**src/hdl/ctl_sel_pkg.sv**
```systemverilog
// constants, types and register map of the control method selector
package ctl_sel_pkg;

  // ---------------------------------------------------------------
  // clock and timing
  // ---------------------------------------------------------------
  localparam int unsigned CLK_HZ = 40_000_000;
  localparam int unsigned MS_PER_S = 1000;
  localparam int unsigned CYCLES_PER_MS = CLK_HZ / MS_PER_S;
  // worst latency allowed from a speed select edge to its effect
  localparam int unsigned SEL_LATENCY_MS = 2;
  localparam int unsigned SEL_LATENCY_CYC =
    (CLK_HZ / MS_PER_S) * SEL_LATENCY_MS;
  localparam int unsigned SYNC_STAGES = 2;

  // ---------------------------------------------------------------
  // register bus
  // ---------------------------------------------------------------
  localparam int unsigned ADDR_W = 8;
  localparam int unsigned DATA_W = 16;
  localparam logic [7:0] METHOD_SEL_OFS = 8'h00;
  localparam logic [7:0] ALLOC_OFS = 8'h01;
  localparam logic [7:0] SPEED_ONE_OFS = 8'h02;
  localparam logic [7:0] SPEED_TWO_OFS = 8'h03;
  localparam logic [7:0] SPEED_THREE_OFS = 8'h04;
  localparam logic [7:0] DECEL_TIME_OFS = 8'h05;
  localparam logic [7:0] MAX_SPEED_OFS = 8'h06;
  localparam logic [7:0] STATUS_OFS = 8'h07;
  localparam logic [7:0] RESTART_OFS = 8'h08;

  // ---------------------------------------------------------------
  // reset values and the settable speed limit
  // ---------------------------------------------------------------
  localparam logic [3:0] METHOD_SEL_RST = 4'h4;
  localparam logic ALLOC_RST = 1'b0;
  localparam logic [15:0] SPEED_ONE_RST = 16'h0064;
  localparam logic [15:0] SPEED_TWO_RST = 16'h00c8;
  localparam logic [15:0] SPEED_THREE_RST = 16'h012c;
  localparam logic [15:0] DECEL_TIME_RST = 16'h0000;
  localparam logic [15:0] MAX_SPEED_RST = 16'h2710;
  localparam logic [15:0] SPEED_LIMIT = 16'h2710;

  // ---------------------------------------------------------------
  // method selection codes
  // ---------------------------------------------------------------
  localparam logic [3:0] CODE_SPEED = 4'h0;
  localparam logic [3:0] CODE_POSITION = 4'h1;
  localparam logic [3:0] CODE_TORQUE = 4'h2;
  localparam logic [3:0] CODE_INTERNAL = 4'h3;
  localparam logic [3:0] CODE_INT_SPEED = 4'h4;
  localparam logic [3:0] CODE_INT_POS = 4'h5;
  localparam logic [3:0] CODE_INT_TORQUE = 4'h6;
  localparam logic [3:0] CODE_POS_SPEED = 4'h7;
  localparam logic [3:0] CODE_POS_TORQUE = 4'h8;
  localparam logic [3:0] CODE_TORQUE_SPEED = 4'h9;
  localparam logic [3:0] CODE_ZERO_CLAMP = 4'ha;
  localparam logic [3:0] CODE_INHIBIT = 4'hb;

  // status register field positions
  localparam int unsigned ST_METHOD_LSB = 0;
  localparam int unsigned ST_REVERSE_BIT = 6;
  localparam int unsigned ST_DECEL_BIT = 7;
  localparam int unsigned ST_CODE_LSB = 8;
  localparam int unsigned ST_ALLOC_BIT = 12;

  // active control method, one-hot
  typedef enum logic [5:0] {
    M_INTERNAL = 6'h01,
    M_SPEED = 6'h02,
    M_POSITION = 6'h04,
    M_TORQUE = 6'h08,
    M_ZERO_CLAMP = 6'h10,
    M_INHIBIT = 6'h20
  } method_t;

  // sequence input contacts, true = contact on
  typedef struct packed {
    logic direction_select_in;
    logic speed_select_a_in;
    logic speed_select_b_in;
    logic dedicated_direction_in;
    logic dedicated_speed_a_in;
    logic dedicated_speed_b_in;
    logic control_switch_in;
    logic zero_clamp_in;
    logic pulse_inhibit_in;
  } seq_in_t;

  // drive command towards the control loops
  typedef struct packed {
    method_t method;
    logic [15:0] speed_ref;
    logic reverse;
    logic decel;
  } drive_cmd_t;

endpackage : ctl_sel_pkg

```
**src/hdl/seq_in_sync.sv**
```systemverilog
// two-stage synchroniser for the sequence input contacts
`timescale 1ns/1ps
module seq_in_sync (
  input wire logic clk_i,                          // control clock
  input wire logic reset_n_i,                      // async reset, low
  input wire ctl_sel_pkg::seq_in_t async_i,        // raw contacts
  output ctl_sel_pkg::seq_in_t sync_o              // synchronised contacts
);
  localparam int unsigned W = $bits(ctl_sel_pkg::seq_in_t);
  logic [W-1:0] meta_q;
  logic [W-1:0] stable_q;

  // ---------------------------------------------------------------
  // per-bit flops; the first stage feeds only the second
  // ---------------------------------------------------------------
  for (genvar i = 0; i < W; i++) begin : g_bit
    always_ff @(posedge clk_i or negedge reset_n_i) begin
      if (!reset_n_i) begin
        meta_q[i] <= 1'b0;
        stable_q[i] <= 1'b0;
      end else begin
        meta_q[i] <= async_i[i];
        stable_q[i] <= meta_q[i];
      end
    end
  end

  assign sync_o = stable_q;

endmodule : seq_in_sync

```
**src/hdl/speed_clamp.sv**
```systemverilog
// limits a set speed to the settable range and the motor maximum
`timescale 1ns/1ps
module speed_clamp (
  input wire logic [15:0] speed_i,                 // requested speed
  input wire logic [15:0] max_speed_i,             // motor maximum
  output logic [15:0] speed_o                      // limited speed
);
  logic [15:0] ranged;

  always_comb begin
    ranged = (speed_i > ctl_sel_pkg::SPEED_LIMIT) ?
             ctl_sel_pkg::SPEED_LIMIT : speed_i;
    speed_o = (ranged > max_speed_i) ? max_speed_i : ranged;
  end

endmodule : speed_clamp

```
**src/hdl/ctl_method_sel.sv**
```systemverilog
// control method selector: decodes contacts into method, speed, direction
//
// What this block does
// - the method pair comes from the code taken at restart, 4 to 9.
// - code a toggles speed/zero clamp, code b position/inhibit.
// - factory, codes 4-6: a and b off runs the pair, else internal.
// - internal: b only speed 1, a and b speed 2, a only speed 3.
// - internal turns forward with direction off, reverse with it on.
// - entry into internal set speed is taken at any time.
// - speed select changes take effect within 2 ms.
// - internal to position decelerates, then waits for standstill.
// - changed, codes 4-6: switch on runs the pair, off internal.
// - changed, switch off: dedicated inputs pick speed 0 to 3, way.
// - factory, codes 7-9: direction select picks within the pair.
// - changed, codes 7-9: the control switch picks within the pair.
// - set speeds 0 to 10000 act at once, cut to the motor maximum.
//
// The plain strobed port and the placing of the registers are this design's own decisions.
`timescale 1ns/1ps
module ctl_method_sel #(
  parameter int unsigned CYCLES_PER_MS = ctl_sel_pkg::CYCLES_PER_MS
) (
  input wire logic clk_i,                          // control clock, 40 MHz
  input wire logic reset_n_i,                      // async reset, low
  input wire logic [7:0] addr_i,                   // register address
  input wire logic [15:0] wdata_i,                 // write data
  input wire logic wr_i,                           // write strobe
  input wire logic rd_i,                           // read strobe
  output logic [15:0] rdata_o,                     // read data, next cycle
  input wire ctl_sel_pkg::seq_in_t contacts_i,     // raw sequence contacts
  input wire logic motor_stopped_i,                // speed loop: at rest
  output ctl_sel_pkg::drive_cmd_t cmd_o            // drive command
);

  // ---------------------------------------------------------------
  // declarations
  // ---------------------------------------------------------------
  typedef enum logic [1:0] {
    ST_RUN = 2'b01,
    ST_DECEL = 2'b10
  } sw_state_t;

  ctl_sel_pkg::seq_in_t seq;
  logic [3:0] method_sel_q;
  logic alloc_q;
  logic [15:0] speed_one_q;
  logic [15:0] speed_two_q;
  logic [15:0] speed_three_q;
  logic [15:0] decel_time_q;
  logic [15:0] max_speed_q;
  logic [3:0] active_code_q;
  logic active_alloc_q;
  logic restart_q;
  logic [15:0] speed_one_lim;
  logic [15:0] speed_two_lim;
  logic [15:0] speed_three_lim;
  ctl_sel_pkg::method_t req_method;
  logic [1:0] speed_idx;
  logic req_reverse;
  logic [15:0] req_speed;
  sw_state_t state_q;
  ctl_sel_pkg::method_t method_q;
  logic [31:0] tick_q;
  logic [15:0] ms_left_q;
  logic decel_done;
  logic [15:0] speed_q;
  logic reverse_q;
  logic [15:0] status;

  // ---------------------------------------------------------------
  // contact synchroniser
  // ---------------------------------------------------------------
  seq_in_sync u_sync (
    .clk_i(clk_i),
    .reset_n_i(reset_n_i),
    .async_i(contacts_i),
    .sync_o(seq)
  );

  // ---------------------------------------------------------------
  // register writes
  // ---------------------------------------------------------------
  always_ff @(posedge clk_i or negedge reset_n_i) begin
    if (!reset_n_i) begin
      method_sel_q <= ctl_sel_pkg::METHOD_SEL_RST;
      alloc_q <= ctl_sel_pkg::ALLOC_RST;
      speed_one_q <= ctl_sel_pkg::SPEED_ONE_RST;
      speed_two_q <= ctl_sel_pkg::SPEED_TWO_RST;
      speed_three_q <= ctl_sel_pkg::SPEED_THREE_RST;
      decel_time_q <= ctl_sel_pkg::DECEL_TIME_RST;
      max_speed_q <= ctl_sel_pkg::MAX_SPEED_RST;
    end else if (wr_i) begin
      case (addr_i)
        ctl_sel_pkg::METHOD_SEL_OFS: method_sel_q <= wdata_i[3:0];
        ctl_sel_pkg::ALLOC_OFS: alloc_q <= wdata_i[0];
        ctl_sel_pkg::SPEED_ONE_OFS: speed_one_q <= wdata_i;
        ctl_sel_pkg::SPEED_TWO_OFS: speed_two_q <= wdata_i;
        ctl_sel_pkg::SPEED_THREE_OFS: speed_three_q <= wdata_i;
        ctl_sel_pkg::DECEL_TIME_OFS: decel_time_q <= wdata_i;
        ctl_sel_pkg::MAX_SPEED_OFS: max_speed_q <= wdata_i;
        default: begin
        end
      endcase
    end
  end

  // a write of bit 0 at the restart offset stands for a drive restart
  always_ff @(posedge clk_i or negedge reset_n_i) begin
    if (!reset_n_i) begin
      restart_q <= 1'b0;
    end else begin
      restart_q <= wr_i && (addr_i == ctl_sel_pkg::RESTART_OFS) &&
                   wdata_i[0];
    end
  end

  // ---------------------------------------------------------------
  // restart-time settings
  // ---------------------------------------------------------------
  // the working copies only move on restart so a live edit of the
  // method code cannot jerk the drive into another loop
  always_ff @(posedge clk_i or negedge reset_n_i) begin
    if (!reset_n_i) begin
      active_code_q <= ctl_sel_pkg::METHOD_SEL_RST;
      active_alloc_q <= ctl_sel_pkg::ALLOC_RST;
    end else if (restart_q) begin
      active_code_q <= method_sel_q;
      active_alloc_q <= alloc_q;
    end
  end

  // ---------------------------------------------------------------
  // set speed limiting, live on every cycle
  // ---------------------------------------------------------------
  speed_clamp u_clamp_one (
    .speed_i(speed_one_q),
    .max_speed_i(max_speed_q),
    .speed_o(speed_one_lim)
  );

  speed_clamp u_clamp_two (
    .speed_i(speed_two_q),
    .max_speed_i(max_speed_q),
    .speed_o(speed_two_lim)
  );

  speed_clamp u_clamp_three (
    .speed_i(speed_three_q),
    .max_speed_i(max_speed_q),
    .speed_o(speed_three_lim)
  );

  // ---------------------------------------------------------------
  // speed and direction decode
  // ---------------------------------------------------------------
  // host must have assigned the dedicated inputs when allocation is
  // changed; unassigned contacts simply read off here
  always_comb begin
    logic sa;
    logic sb;
    sa = active_alloc_q ? seq.dedicated_speed_a_in :
         seq.speed_select_a_in;
    sb = active_alloc_q ? seq.dedicated_speed_b_in :
         seq.speed_select_b_in;
    req_reverse = active_alloc_q ? seq.dedicated_direction_in :
                  seq.direction_select_in;
    case ({sa, sb})
      2'b01: speed_idx = 2'h1;
      2'b11: speed_idx = 2'h2;
      2'b10: speed_idx = 2'h3;
      default: speed_idx = 2'h0;
    endcase
    case (speed_idx)
      2'h1: req_speed = speed_one_lim;
      2'h2: req_speed = speed_two_lim;
      2'h3: req_speed = speed_three_lim;
      default: req_speed = 16'h0000;
    endcase
  end

  // ---------------------------------------------------------------
  // control method decode
  // ---------------------------------------------------------------
  always_comb begin
    logic both_off;
    logic sw;
    ctl_sel_pkg::method_t paired;
    both_off = !seq.speed_select_a_in && !seq.speed_select_b_in;
    // the switching contact moves to the control switch when the
    // allocation is changed
    sw = active_alloc_q ? seq.control_switch_in :
         seq.direction_select_in;
    case (active_code_q)
      ctl_sel_pkg::CODE_INT_POS: paired = ctl_sel_pkg::M_POSITION;
      ctl_sel_pkg::CODE_INT_TORQUE: paired = ctl_sel_pkg::M_TORQUE;
      default: paired = ctl_sel_pkg::M_SPEED;
    endcase
    case (active_code_q)
      ctl_sel_pkg::CODE_SPEED: req_method = ctl_sel_pkg::M_SPEED;
      ctl_sel_pkg::CODE_POSITION: req_method = ctl_sel_pkg::M_POSITION;
      ctl_sel_pkg::CODE_TORQUE: req_method = ctl_sel_pkg::M_TORQUE;
      ctl_sel_pkg::CODE_INTERNAL: req_method = ctl_sel_pkg::M_INTERNAL;
      ctl_sel_pkg::CODE_INT_SPEED,
      ctl_sel_pkg::CODE_INT_POS,
      ctl_sel_pkg::CODE_INT_TORQUE: begin
        if (active_alloc_q) begin
          req_method = seq.control_switch_in ? paired :
                       ctl_sel_pkg::M_INTERNAL;
        end else begin
          req_method = both_off ? paired :
                       ctl_sel_pkg::M_INTERNAL;
        end
      end
      ctl_sel_pkg::CODE_POS_SPEED: begin
        req_method = sw ? ctl_sel_pkg::M_SPEED :
                     ctl_sel_pkg::M_POSITION;
      end
      ctl_sel_pkg::CODE_POS_TORQUE: begin
        req_method = sw ? ctl_sel_pkg::M_TORQUE :
                     ctl_sel_pkg::M_POSITION;
      end
      ctl_sel_pkg::CODE_TORQUE_SPEED: begin
        req_method = sw ? ctl_sel_pkg::M_SPEED :
                     ctl_sel_pkg::M_TORQUE;
      end
      ctl_sel_pkg::CODE_ZERO_CLAMP: begin
        req_method = (active_alloc_q ? seq.zero_clamp_in :
                     seq.direction_select_in) ?
                     ctl_sel_pkg::M_ZERO_CLAMP :
                     ctl_sel_pkg::M_SPEED;
      end
      ctl_sel_pkg::CODE_INHIBIT: begin
        req_method = (active_alloc_q ? seq.pulse_inhibit_in :
                     seq.direction_select_in) ?
                     ctl_sel_pkg::M_INHIBIT :
                     ctl_sel_pkg::M_POSITION;
      end
      default: req_method = ctl_sel_pkg::M_SPEED;
    endcase
  end

  // ---------------------------------------------------------------
  // deceleration timer
  // ---------------------------------------------------------------
  assign decel_done = (ms_left_q == 16'h0000);

  always_ff @(posedge clk_i or negedge reset_n_i) begin
    if (!reset_n_i) begin
      tick_q <= 32'h0000_0000;
      ms_left_q <= 16'h0000;
    end else if (state_q != ST_DECEL) begin
      tick_q <= 32'h0000_0000;
      ms_left_q <= decel_time_q;
    end else if (!decel_done) begin
      if (tick_q == CYCLES_PER_MS - 1) begin
        tick_q <= 32'h0000_0000;
        ms_left_q <= ms_left_q - 16'h0001;
      end else begin
        tick_q <= tick_q + 32'h0000_0001;
      end
    end
  end

  // ---------------------------------------------------------------
  // method switching state machine
  // ---------------------------------------------------------------
  // entry into internal set speed is never delayed; only the way out
  // towards position control waits for the motor
  always_ff @(posedge clk_i or negedge reset_n_i) begin
    if (!reset_n_i) begin
      state_q <= ST_RUN;
      method_q <= ctl_sel_pkg::M_SPEED;
    end else begin
      case (state_q)
        ST_RUN: begin
          if (method_q == ctl_sel_pkg::M_INTERNAL &&
              req_method == ctl_sel_pkg::M_POSITION) begin
            state_q <= ST_DECEL;
          end else begin
            method_q <= req_method;
          end
        end
        ST_DECEL: begin
          if (req_method != ctl_sel_pkg::M_POSITION) begin
            state_q <= ST_RUN;
            method_q <= req_method;
          end else if (decel_done && motor_stopped_i) begin
            state_q <= ST_RUN;
            method_q <= ctl_sel_pkg::M_POSITION;
          end
        end
        default: begin
          state_q <= ST_RUN;
          method_q <= ctl_sel_pkg::M_SPEED;
        end
      endcase
    end
  end

  // ---------------------------------------------------------------
  // speed reference and direction
  // ---------------------------------------------------------------
  // two sync flops plus one here keep the select latency far under
  // the allowed bound, with or without soft start downstream
  always_ff @(posedge clk_i or negedge reset_n_i) begin
    if (!reset_n_i) begin
      speed_q <= 16'h0000;
      reverse_q <= 1'b0;
    end else if (state_q == ST_DECEL) begin
      speed_q <= 16'h0000;
    end else begin
      speed_q <= req_speed;
      reverse_q <= req_reverse;
    end
  end

  always_comb begin
    cmd_o.method = method_q;
    // zero while decelerating, also in the cycle the state is entered
    cmd_o.speed_ref = (method_q == ctl_sel_pkg::M_INTERNAL &&
                       state_q != ST_DECEL) ? speed_q : 16'h0000;
    cmd_o.reverse = reverse_q;
    cmd_o.decel = (state_q == ST_DECEL);
  end

  // ---------------------------------------------------------------
  // register reads
  // ---------------------------------------------------------------
  always_comb begin
    status = 16'h0000;
    status[ctl_sel_pkg::ST_METHOD_LSB +: 6] = method_q;
    status[ctl_sel_pkg::ST_REVERSE_BIT] = reverse_q;
    status[ctl_sel_pkg::ST_DECEL_BIT] = (state_q == ST_DECEL);
    status[ctl_sel_pkg::ST_CODE_LSB +: 4] = active_code_q;
    status[ctl_sel_pkg::ST_ALLOC_BIT] = active_alloc_q;
  end

  always_ff @(posedge clk_i or negedge reset_n_i) begin
    if (!reset_n_i) begin
      rdata_o <= 16'h0000;
    end else if (rd_i) begin
      case (addr_i)
        ctl_sel_pkg::METHOD_SEL_OFS: rdata_o <= {12'h000, method_sel_q};
        ctl_sel_pkg::ALLOC_OFS: rdata_o <= {15'h0000, alloc_q};
        ctl_sel_pkg::SPEED_ONE_OFS: rdata_o <= speed_one_q;
        ctl_sel_pkg::SPEED_TWO_OFS: rdata_o <= speed_two_q;
        ctl_sel_pkg::SPEED_THREE_OFS: rdata_o <= speed_three_q;
        ctl_sel_pkg::DECEL_TIME_OFS: rdata_o <= decel_time_q;
        ctl_sel_pkg::MAX_SPEED_OFS: rdata_o <= max_speed_q;
        ctl_sel_pkg::STATUS_OFS: rdata_o <= status;
        default: rdata_o <= 16'h0000;
      endcase
    end else begin
      rdata_o <= 16'h0000;
    end
  end

endmodule : ctl_method_sel

```
**config.mk**
```make
export PLATFORM = sky130hd
export DESIGN_NAME = ctl_method_sel
export DESIGN_NICKNAME = d
export VERILOG_FILES = /design/src/hdl/ctl_sel_pkg.sv /design/src/hdl/seq_in_sync.sv /design/src/hdl/speed_clamp.sv /design/src/hdl/ctl_method_sel.sv
export SDC_FILE = /design/constraint.sdc
export NUM_CORES = 1
export LEC_CHECK = 0
export BUFFER_PORTS_ARGS = -buffer_cell sky130_fd_sc_hd__buf_2
export CORE_ASPECT_RATIO = 0.7
export CORE_UTILIZATION = 45
export CTS_CLUSTER_SIZE = 14
export DETAILED_ROUTE_END_ITERATION = 6
export PLACE_DENSITY = 0.71
export SLEW_MARGIN = 10
export SYNTH_ARGS = -nofsm -noshare
export SYNTH_HDL_FRONTEND = slang
export SYNTH_SLANG_ARGS = --single-unit
```
**constraint.sdc**
```tcl
create_clock -name clk_i -period 3.53 [get_ports clk_i]
set_input_delay 0.353 -clock clk_i [delete_from_list [all_inputs] [get_ports clk_i]]
set_output_delay 0.353 -clock clk_i [all_outputs]
set_load 0.01 [all_outputs]
```
After elaboration in Yosys (flattened, before gate mapping)
Index checks and enable logic that the tools add are counted. W data, S select, Z words.

Register bits: 198. Input bits: 38. Logic and storage cells: 143.

Add/sub/neg operators: 2. Magnitude comparators: 6. Equal/unequal tests: 36. Mux-type cells: 42. Reductions and logical operators: 22.

Operators by type and width (count): $mux W16 (12); $pmux W16 S8 (1); $mux W32 (3); $pmux W6 S9 (1); $gt A16 B14 Y1 const B (3); $gt A16 B16 Y1 (3); $pmux W16 S3 (1); $mux W6 (7); $add A32 B1 Y32 const B (1); $eq A32 B16 Y1 const B (1); $eq A8 B3 Y1 const B (4); $reduce_and A2 Y1 (10); $eq A4 B3 Y1 const B (4); $eq A4 B4 Y1 const B (4); $eq A8 B2 Y1 const B (2); $logic_not A16 Y1 (1); $sub A16 B1 Y16 const B (1); $pmux W6 S2 (1); $eq A2 B2 Y1 const B (5); $eq A4 B2 Y1 const B (2); $eq A8 B1 Y1 const B (1); $eq A8 B4 Y1 const B (1); $logic_not A8 Y1 (1); $mux W4 (2); other kinds (19) (36).

Logic depth before layout (Yosys ltp)
Word-level depth: 9. Depth in mapped cells: 15. Gate-level depth less buffers: 13.

Cells and area by module
From an unflattened synthesis, not the netlist that was laid out.

Cell total of the unflattened synthesis: 1171. Area total of the unflattened synthesis: 11810.1 um2.

By module, submodules not included: ctl_method_sel (times used 1, cells each 850, area each 9043.7 um2, seq. area each 4528.1 um2); speed_clamp (times used 3, cells each 101, area each 772.0 um2, seq. area each 0.0 um2); seq_in_sync (times used 1, cells each 18, area each 450.4 um2, seq. area each 450.4 um2).

Worst setup path after synthesis
No wires, ideal clock.

Kind: register to register. From: register speed_two_q[2]. To: register speed_q[0]. Setup time: 126 ps. Arrival time: 3409 ps. Path slack: -5 ps. Stages on the path, launching flop included: 16. Period minus slack after synthesis: 3535 ps. Cell sequence: dfrtp_1 > o41ai_1 > a21oi_1 > o31ai_2 > and2_1 > nand2b_1 > ha_1 > a21oi_1 > o21ai_1 > a221oi_2 > a31oi_1 > a221o_1 > buf_6 > and2_1 > buf_6 > a221o_1.

Longest elaborated chain between the ends: 6.

Ends and longest elaborated chain: from (decl) (line ctl_method_sel.sv:47) `logic [15:0] speed_two_q;`; from (signal assigned) (line ctl_method_sel.sv:88) `speed_two_q <= ctl_sel_pkg::SPEED_TWO_RST;`; from (signal assigned) (line ctl_method_sel.sv:97) `ctl_sel_pkg::SPEED_TWO_OFS: speed_two_q <= wdata_i;`; $gt A16 B14 Y1 (line speed_clamp.sv:11) `ranged = (speed_i > ctl_sel_pkg::SPEED_LIMIT) ?`; $mux W16 (*) (line speed_clamp.sv:11); $gt A16 B16 Y1 (line speed_clamp.sv:13) `speed_o = (ranged > max_speed_i) ? max_speed_i : ranged;`; $mux W16 (*) (line speed_clamp.sv:13); $pmux W16 S3 (*) (line ctl_method_sel.sv:173) `case (speed_idx)`; $mux W16 (*) (line ctl_method_sel.sv:309) `end else if (state_q == ST_DECEL) begin`; to (signal assigned) (line ctl_method_sel.sv:312) `speed_q <= req_speed;`; to (decl) (line ctl_method_sel.sv:66) `logic [15:0] speed_q;`.

Every way passes the cells marked *; elsewhere a longest branch is shown, timed or not. A chain may end at the register's enable or synchronous reset.

Worst setup path in the final report
From: register speed_one_q[0]. To: register speed_q[3].

Longest elaborated chain between the ends: 6.

Ends and longest elaborated chain: from (decl) (line ctl_method_sel.sv:46) `logic [15:0] speed_one_q;`; from (signal assigned) (line ctl_method_sel.sv:87) `speed_one_q <= ctl_sel_pkg::SPEED_ONE_RST;`; from (signal assigned) (line ctl_method_sel.sv:96) `ctl_sel_pkg::SPEED_ONE_OFS: speed_one_q <= wdata_i;`; $gt A16 B14 Y1 (line speed_clamp.sv:11); $mux W16 (*) (line speed_clamp.sv:11); $gt A16 B16 Y1 (line speed_clamp.sv:13); $mux W16 (*) (line speed_clamp.sv:13); $pmux W16 S3 (*) (line ctl_method_sel.sv:173); $mux W16 (*) (line ctl_method_sel.sv:309).

Marks and branches as above.

==> results.md <==
Status:
- The run finished, with violations left.
- The final reports fail on negative setup slack.

Pwr:
- The peak supply drop is 0.355 mV.
- The leakage power of the design is 6.05 nW.
- The ratio of total power to cell area is 396 nW/µm².

GRT:
- Entering global routing, the biggest net connects 124 pins.
- The initial antenna violation count came to 0.
- The overall track demand over capacity in global routing is 26.7%.
- The number of global-route vias before repair was 8591.
- The overall overflow remaining after global route is 0.
- The first global-routing pass estimated 50.6 mm of wire.

CTS:
- TritonCTS built the clock tree.
- The tree is rooted in a sky130_fd_sc_hd__clkbuf_16.
- CTS built an H-tree with a depth of 4.
- Counting the buffers created by CTS gives 17.
- The clock latency on the worst-skew pair is 0.45 ns.
- The clock drives 198 sinks.
- The clock passes through at most 2 buffers.
- The post-CTS clock slew at the launch and capture registers of the worst setup and hold paths is 0.07 ns.

Layout:
- The ratio of cells with drive above 1 in the final layout is 28.2%.
- The library cells used most frequently in the layout, excluding fill and tap cells, are sky130_fd_sc_hd__dfrtp_1 (179), sky130_fd_sc_hd__nand2_1 (94), sky130_fd_sc_hd__mux2_2 (86).
- The number of diodes is 0.
- The library cell used most frequently in the layout, excluding fill and tap cells, is sky130_fd_sc_hd__dfrtp_1.
- Measured on the finished design, the core utilization comes to 54.3%.
- The final layout contains 1274 nets.
- The area added between synthesis and finish is 17.3%.

STA:
- Setup repair after global routing could not meet its margin everywhere.
- The final-report setup violation count is 5.
- The final max-slew violation count is 0.
- The final worst-path cycle share is 101%.
- The final critical delay including setup and external delays is 3.56 ns.
- The maximum operating frequency is 281 MHz.
- The worst clock skew is 0.0141 ns.
- The minimum setup slack in the final design is -0.0299 ns.
- The worst pin sits at a relative slew slack of 29.9%.
- The actual slew at the worst max-slew pin is 1.05 ns.
- The number of hold-slack violations in the final timing report is 0.

Floorplan:
- The I/O pin total is 78.
- The die covers 25200 µm².
- The die is 133 µm tall.
- The initial standard-cell utilization of the core is 46.3%.
- The die span in x is 189 µm.
- The core region is 23800 µm².
- The row count is 47.

Critical path:
- The launch point of the worst path is speed_one_q[0].
- The critical path required time is 3.85 ns.
- The worst register-to-register path ends at speed_q[3].
- The launch point of the worst reg-to-reg path is speed_one_q[0].
- STA classifies the critical path startpoint as a flip-flop.
- The class of the most critical setup path is reg -> reg.
- STA classifies the critical path endpoint as a flip-flop.
- Following the worst setup path forward leads to its endpoint at speed_q[3].
- For the worst flop-to-flop path, the logic depth is 14.
- STA puts the critical path data arrival time at 3.88 ns.
- The reg2reg setup slack is -0.03 ns.
- Of all nets on the critical path, the largest fanout is 6.

Detailed routing:
- The post-detailed-routing wire length is 33.0 mm.
- The number of design-rule violations left by the first detailed-router iteration is 1194.
- The number of iterations in the first detailed-routing pass is 7.
- The detail-routed via count per cell is 6.09.
- The total number of vias is 9231.
- Dividing the detail-routed wire length by the instance count gives 21.8 µm.
- Once detail routing completed, the nets flagged for antenna violations numbered 0.
- After detailed routing, the number of remaining DRC violations is 0.

Synth:
- In this run the mean area of a mapped cell was 10.4 µm².
- The mapped netlist covers 11000 µm².
- The number of warnings printed during yosys synthesis is 0.
- In the post-synthesis netlist, the biggest area contributors are sky130_fd_sc_hd__dfrtp_1 (41%), sky130_fd_sc_hd__mux2_2 (8.8%), sky130_fd_sc_hd__ha_1 (5.9%).
- The flop and latch count out of synthesis is 198.
- The register area share after synthesis is 45.1%.
- Counting every instance in the synthesized netlist gives 1065.
- The number of flops mapped to enable cells by yosys is 0.
- sky130_fd_sc_hd__dfrtp_1 takes more of the synthesized area than any other cell.
- The async set-reset flop share out of synthesis is 100%.
- The distinct cell type count after synthesis is 76.
- The most used flip-flop cell after synthesis is sky130_fd_sc_hd__dfrtp_1.
- After synthesis, the largest area contributor takes up 40.6% of total cell area.

Placed design:
- The number of I/O port buffers is 77.
- At the placement stage, the worst setup path has a slack of -0.0769 ns.
- Routability-driven placement finished with a final weighted congestion of 0.980.
- The detailed placer's ending HPWL is 24.2 mm.

Min path:
- The class of the tightest hold or removal check is in -> reg.

Flow run:
- The number of max-cap violations is 0.
-- Yosys cell counts (all sizes together), types with 9 or more instances --
master and instances:
nand4 22, nand2 98, clkbuf 27, a22o 11, nor3 23, a221o 10, a31oi 17, nor4 15
a21oi 62, nand3 36, and3 21, nor2 52, a22oi 18, and2 45, inv 35, dfrtp 179
ha 52, mux2 96, dfstp 19, o22ai 11, o21ai 54, nand2b 16, buf 24, nor2b 9
o31ai 16
-- cell type report --
type                       count  area [µm²]
clock buffer                  23         478
clock inverter                 9        95.1
fill                        2038       10900
inverter                      35         131
multi-input combinational    786        5870
sequential                   198        4980
tap                          318         398
timing repair buffer         146         983
-- worst max-delay path: stages, from the launching register on --
cell and delay (ns):
sky130_fd_sc_hd__dfrtp_1 0.43, sky130_fd_sc_hd__o41ai_4 0.50, sky130_fd_sc_hd__a21oi_4 0.12, sky130_fd_sc_hd__o21ai_2 0.18
sky130_fd_sc_hd__buf_6 0.17, sky130_fd_sc_hd__buf_12 0.12, sky130_fd_sc_hd__and2_4 0.14, sky130_fd_sc_hd__ha_4 0.13
sky130_fd_sc_hd__nor2b_4 0.12, sky130_fd_sc_hd__o211ai_1 0.12, sky130_fd_sc_hd__a2111o_1 0.44, sky130_fd_sc_hd__a32o_2 0.30
sky130_fd_sc_hd__and2_4 0.17, sky130_fd_sc_hd__a22o_1 0.19, sky130_fd_sc_hd__a221o_1 0.30
-- worst min-delay path by stage --
stage                                 from  cells after the start                to  slack, ns
after floorplan                  reset_n_i                      0    active_alloc_q       0.06
after global placement    u_sync.meta_q[6]                      0  u_sync.sync_o[6]       0.33
after detailed placement  u_sync.meta_q[6]                      0  u_sync.sync_o[6]       0.33
after CTS                    contacts_i[7]                      1  u_sync.meta_q[7]      0.004
after global routing         contacts_i[6]                      1  u_sync.meta_q[6]      0.003
final                        contacts_i[7]                      1  u_sync.meta_q[7]       0.02
-- registers in the layout, summed over array words and instances (netlist names), 6 cells and up --
register and flops:
method_q 6, speed_q 16, ms_left_q 16, rdata_o 16
speed_two_q 16, u_sync.meta_q 9, u_sync.sync_o 9, max_speed_q 16
decel_time_q 16, tick_q 32, speed_three_q 16, speed_one_q 16
-- per-layer routing --
layer | global-route usage [%] | vias up | part of all wire (%)
li1 | - | 4177 | -
met1 | 41.2 | 4491 | 47
met2 | 35.6 | 512 | 40
met3 | 8.22 | 49 | 11
met4 | 6.05 | 2 | 1.5
met5 | 3.27 | - | 0.35
-- what timing repair did --
action                                  4_1_cts  5_1_grt
hold buffers                                  5        0
cloned                                        0        1
endpoints found under the hold margin         5        0
pin swaps                                     2       17
setup buffers                                 2        3
resized for setup                            10       28
endpoints found under the setup margin        8       15
-- metrics by stage --
stage	std cells	setup TNS [ns]	area (µm²)	power [mW]	hold WS (ns)
floorplan	1070	0	11100	2.86	0.0574
global route	1515	-0.774	12900	5.31	0.00335
finish	1515	-0.0652	12900	5.12	0.0200
global placement	1473	-0.0724	12100	3.14	0.334
CTS	1512	0	12700	5.07	0.00401
detailed placement	1473	-0.354	12100	3.15	0.335
-- kinds of logic (layout without fill, tap and decap cells) --
kind of cell	count (synthesis)	after routing	share of synthesized area [%]
AND/OR/NAND/NOR	360	360	17.4
AO/OA/AOI/OAI	248	248	15.1
flip-flops	198	198	45.1
multiplexers	110	110	12.2
buffers and inverters	86	213	3.47
adder cells (fa/ha/maj)	52	52	5.90
XOR/XNOR	10	10	0.794
other	1	6	0.0340
-- power by group --
group / internal [mW] / switching, mW / leakage (nW)
logic: 0.318 / 0.452 / 3.13
clock network: 1.04 / 0.889 / 0.278
registers: 2.35 / 0.0769 / 2.64
total: 3.71 / 1.42 / 6.05
(Power assumes the default switching activity.)
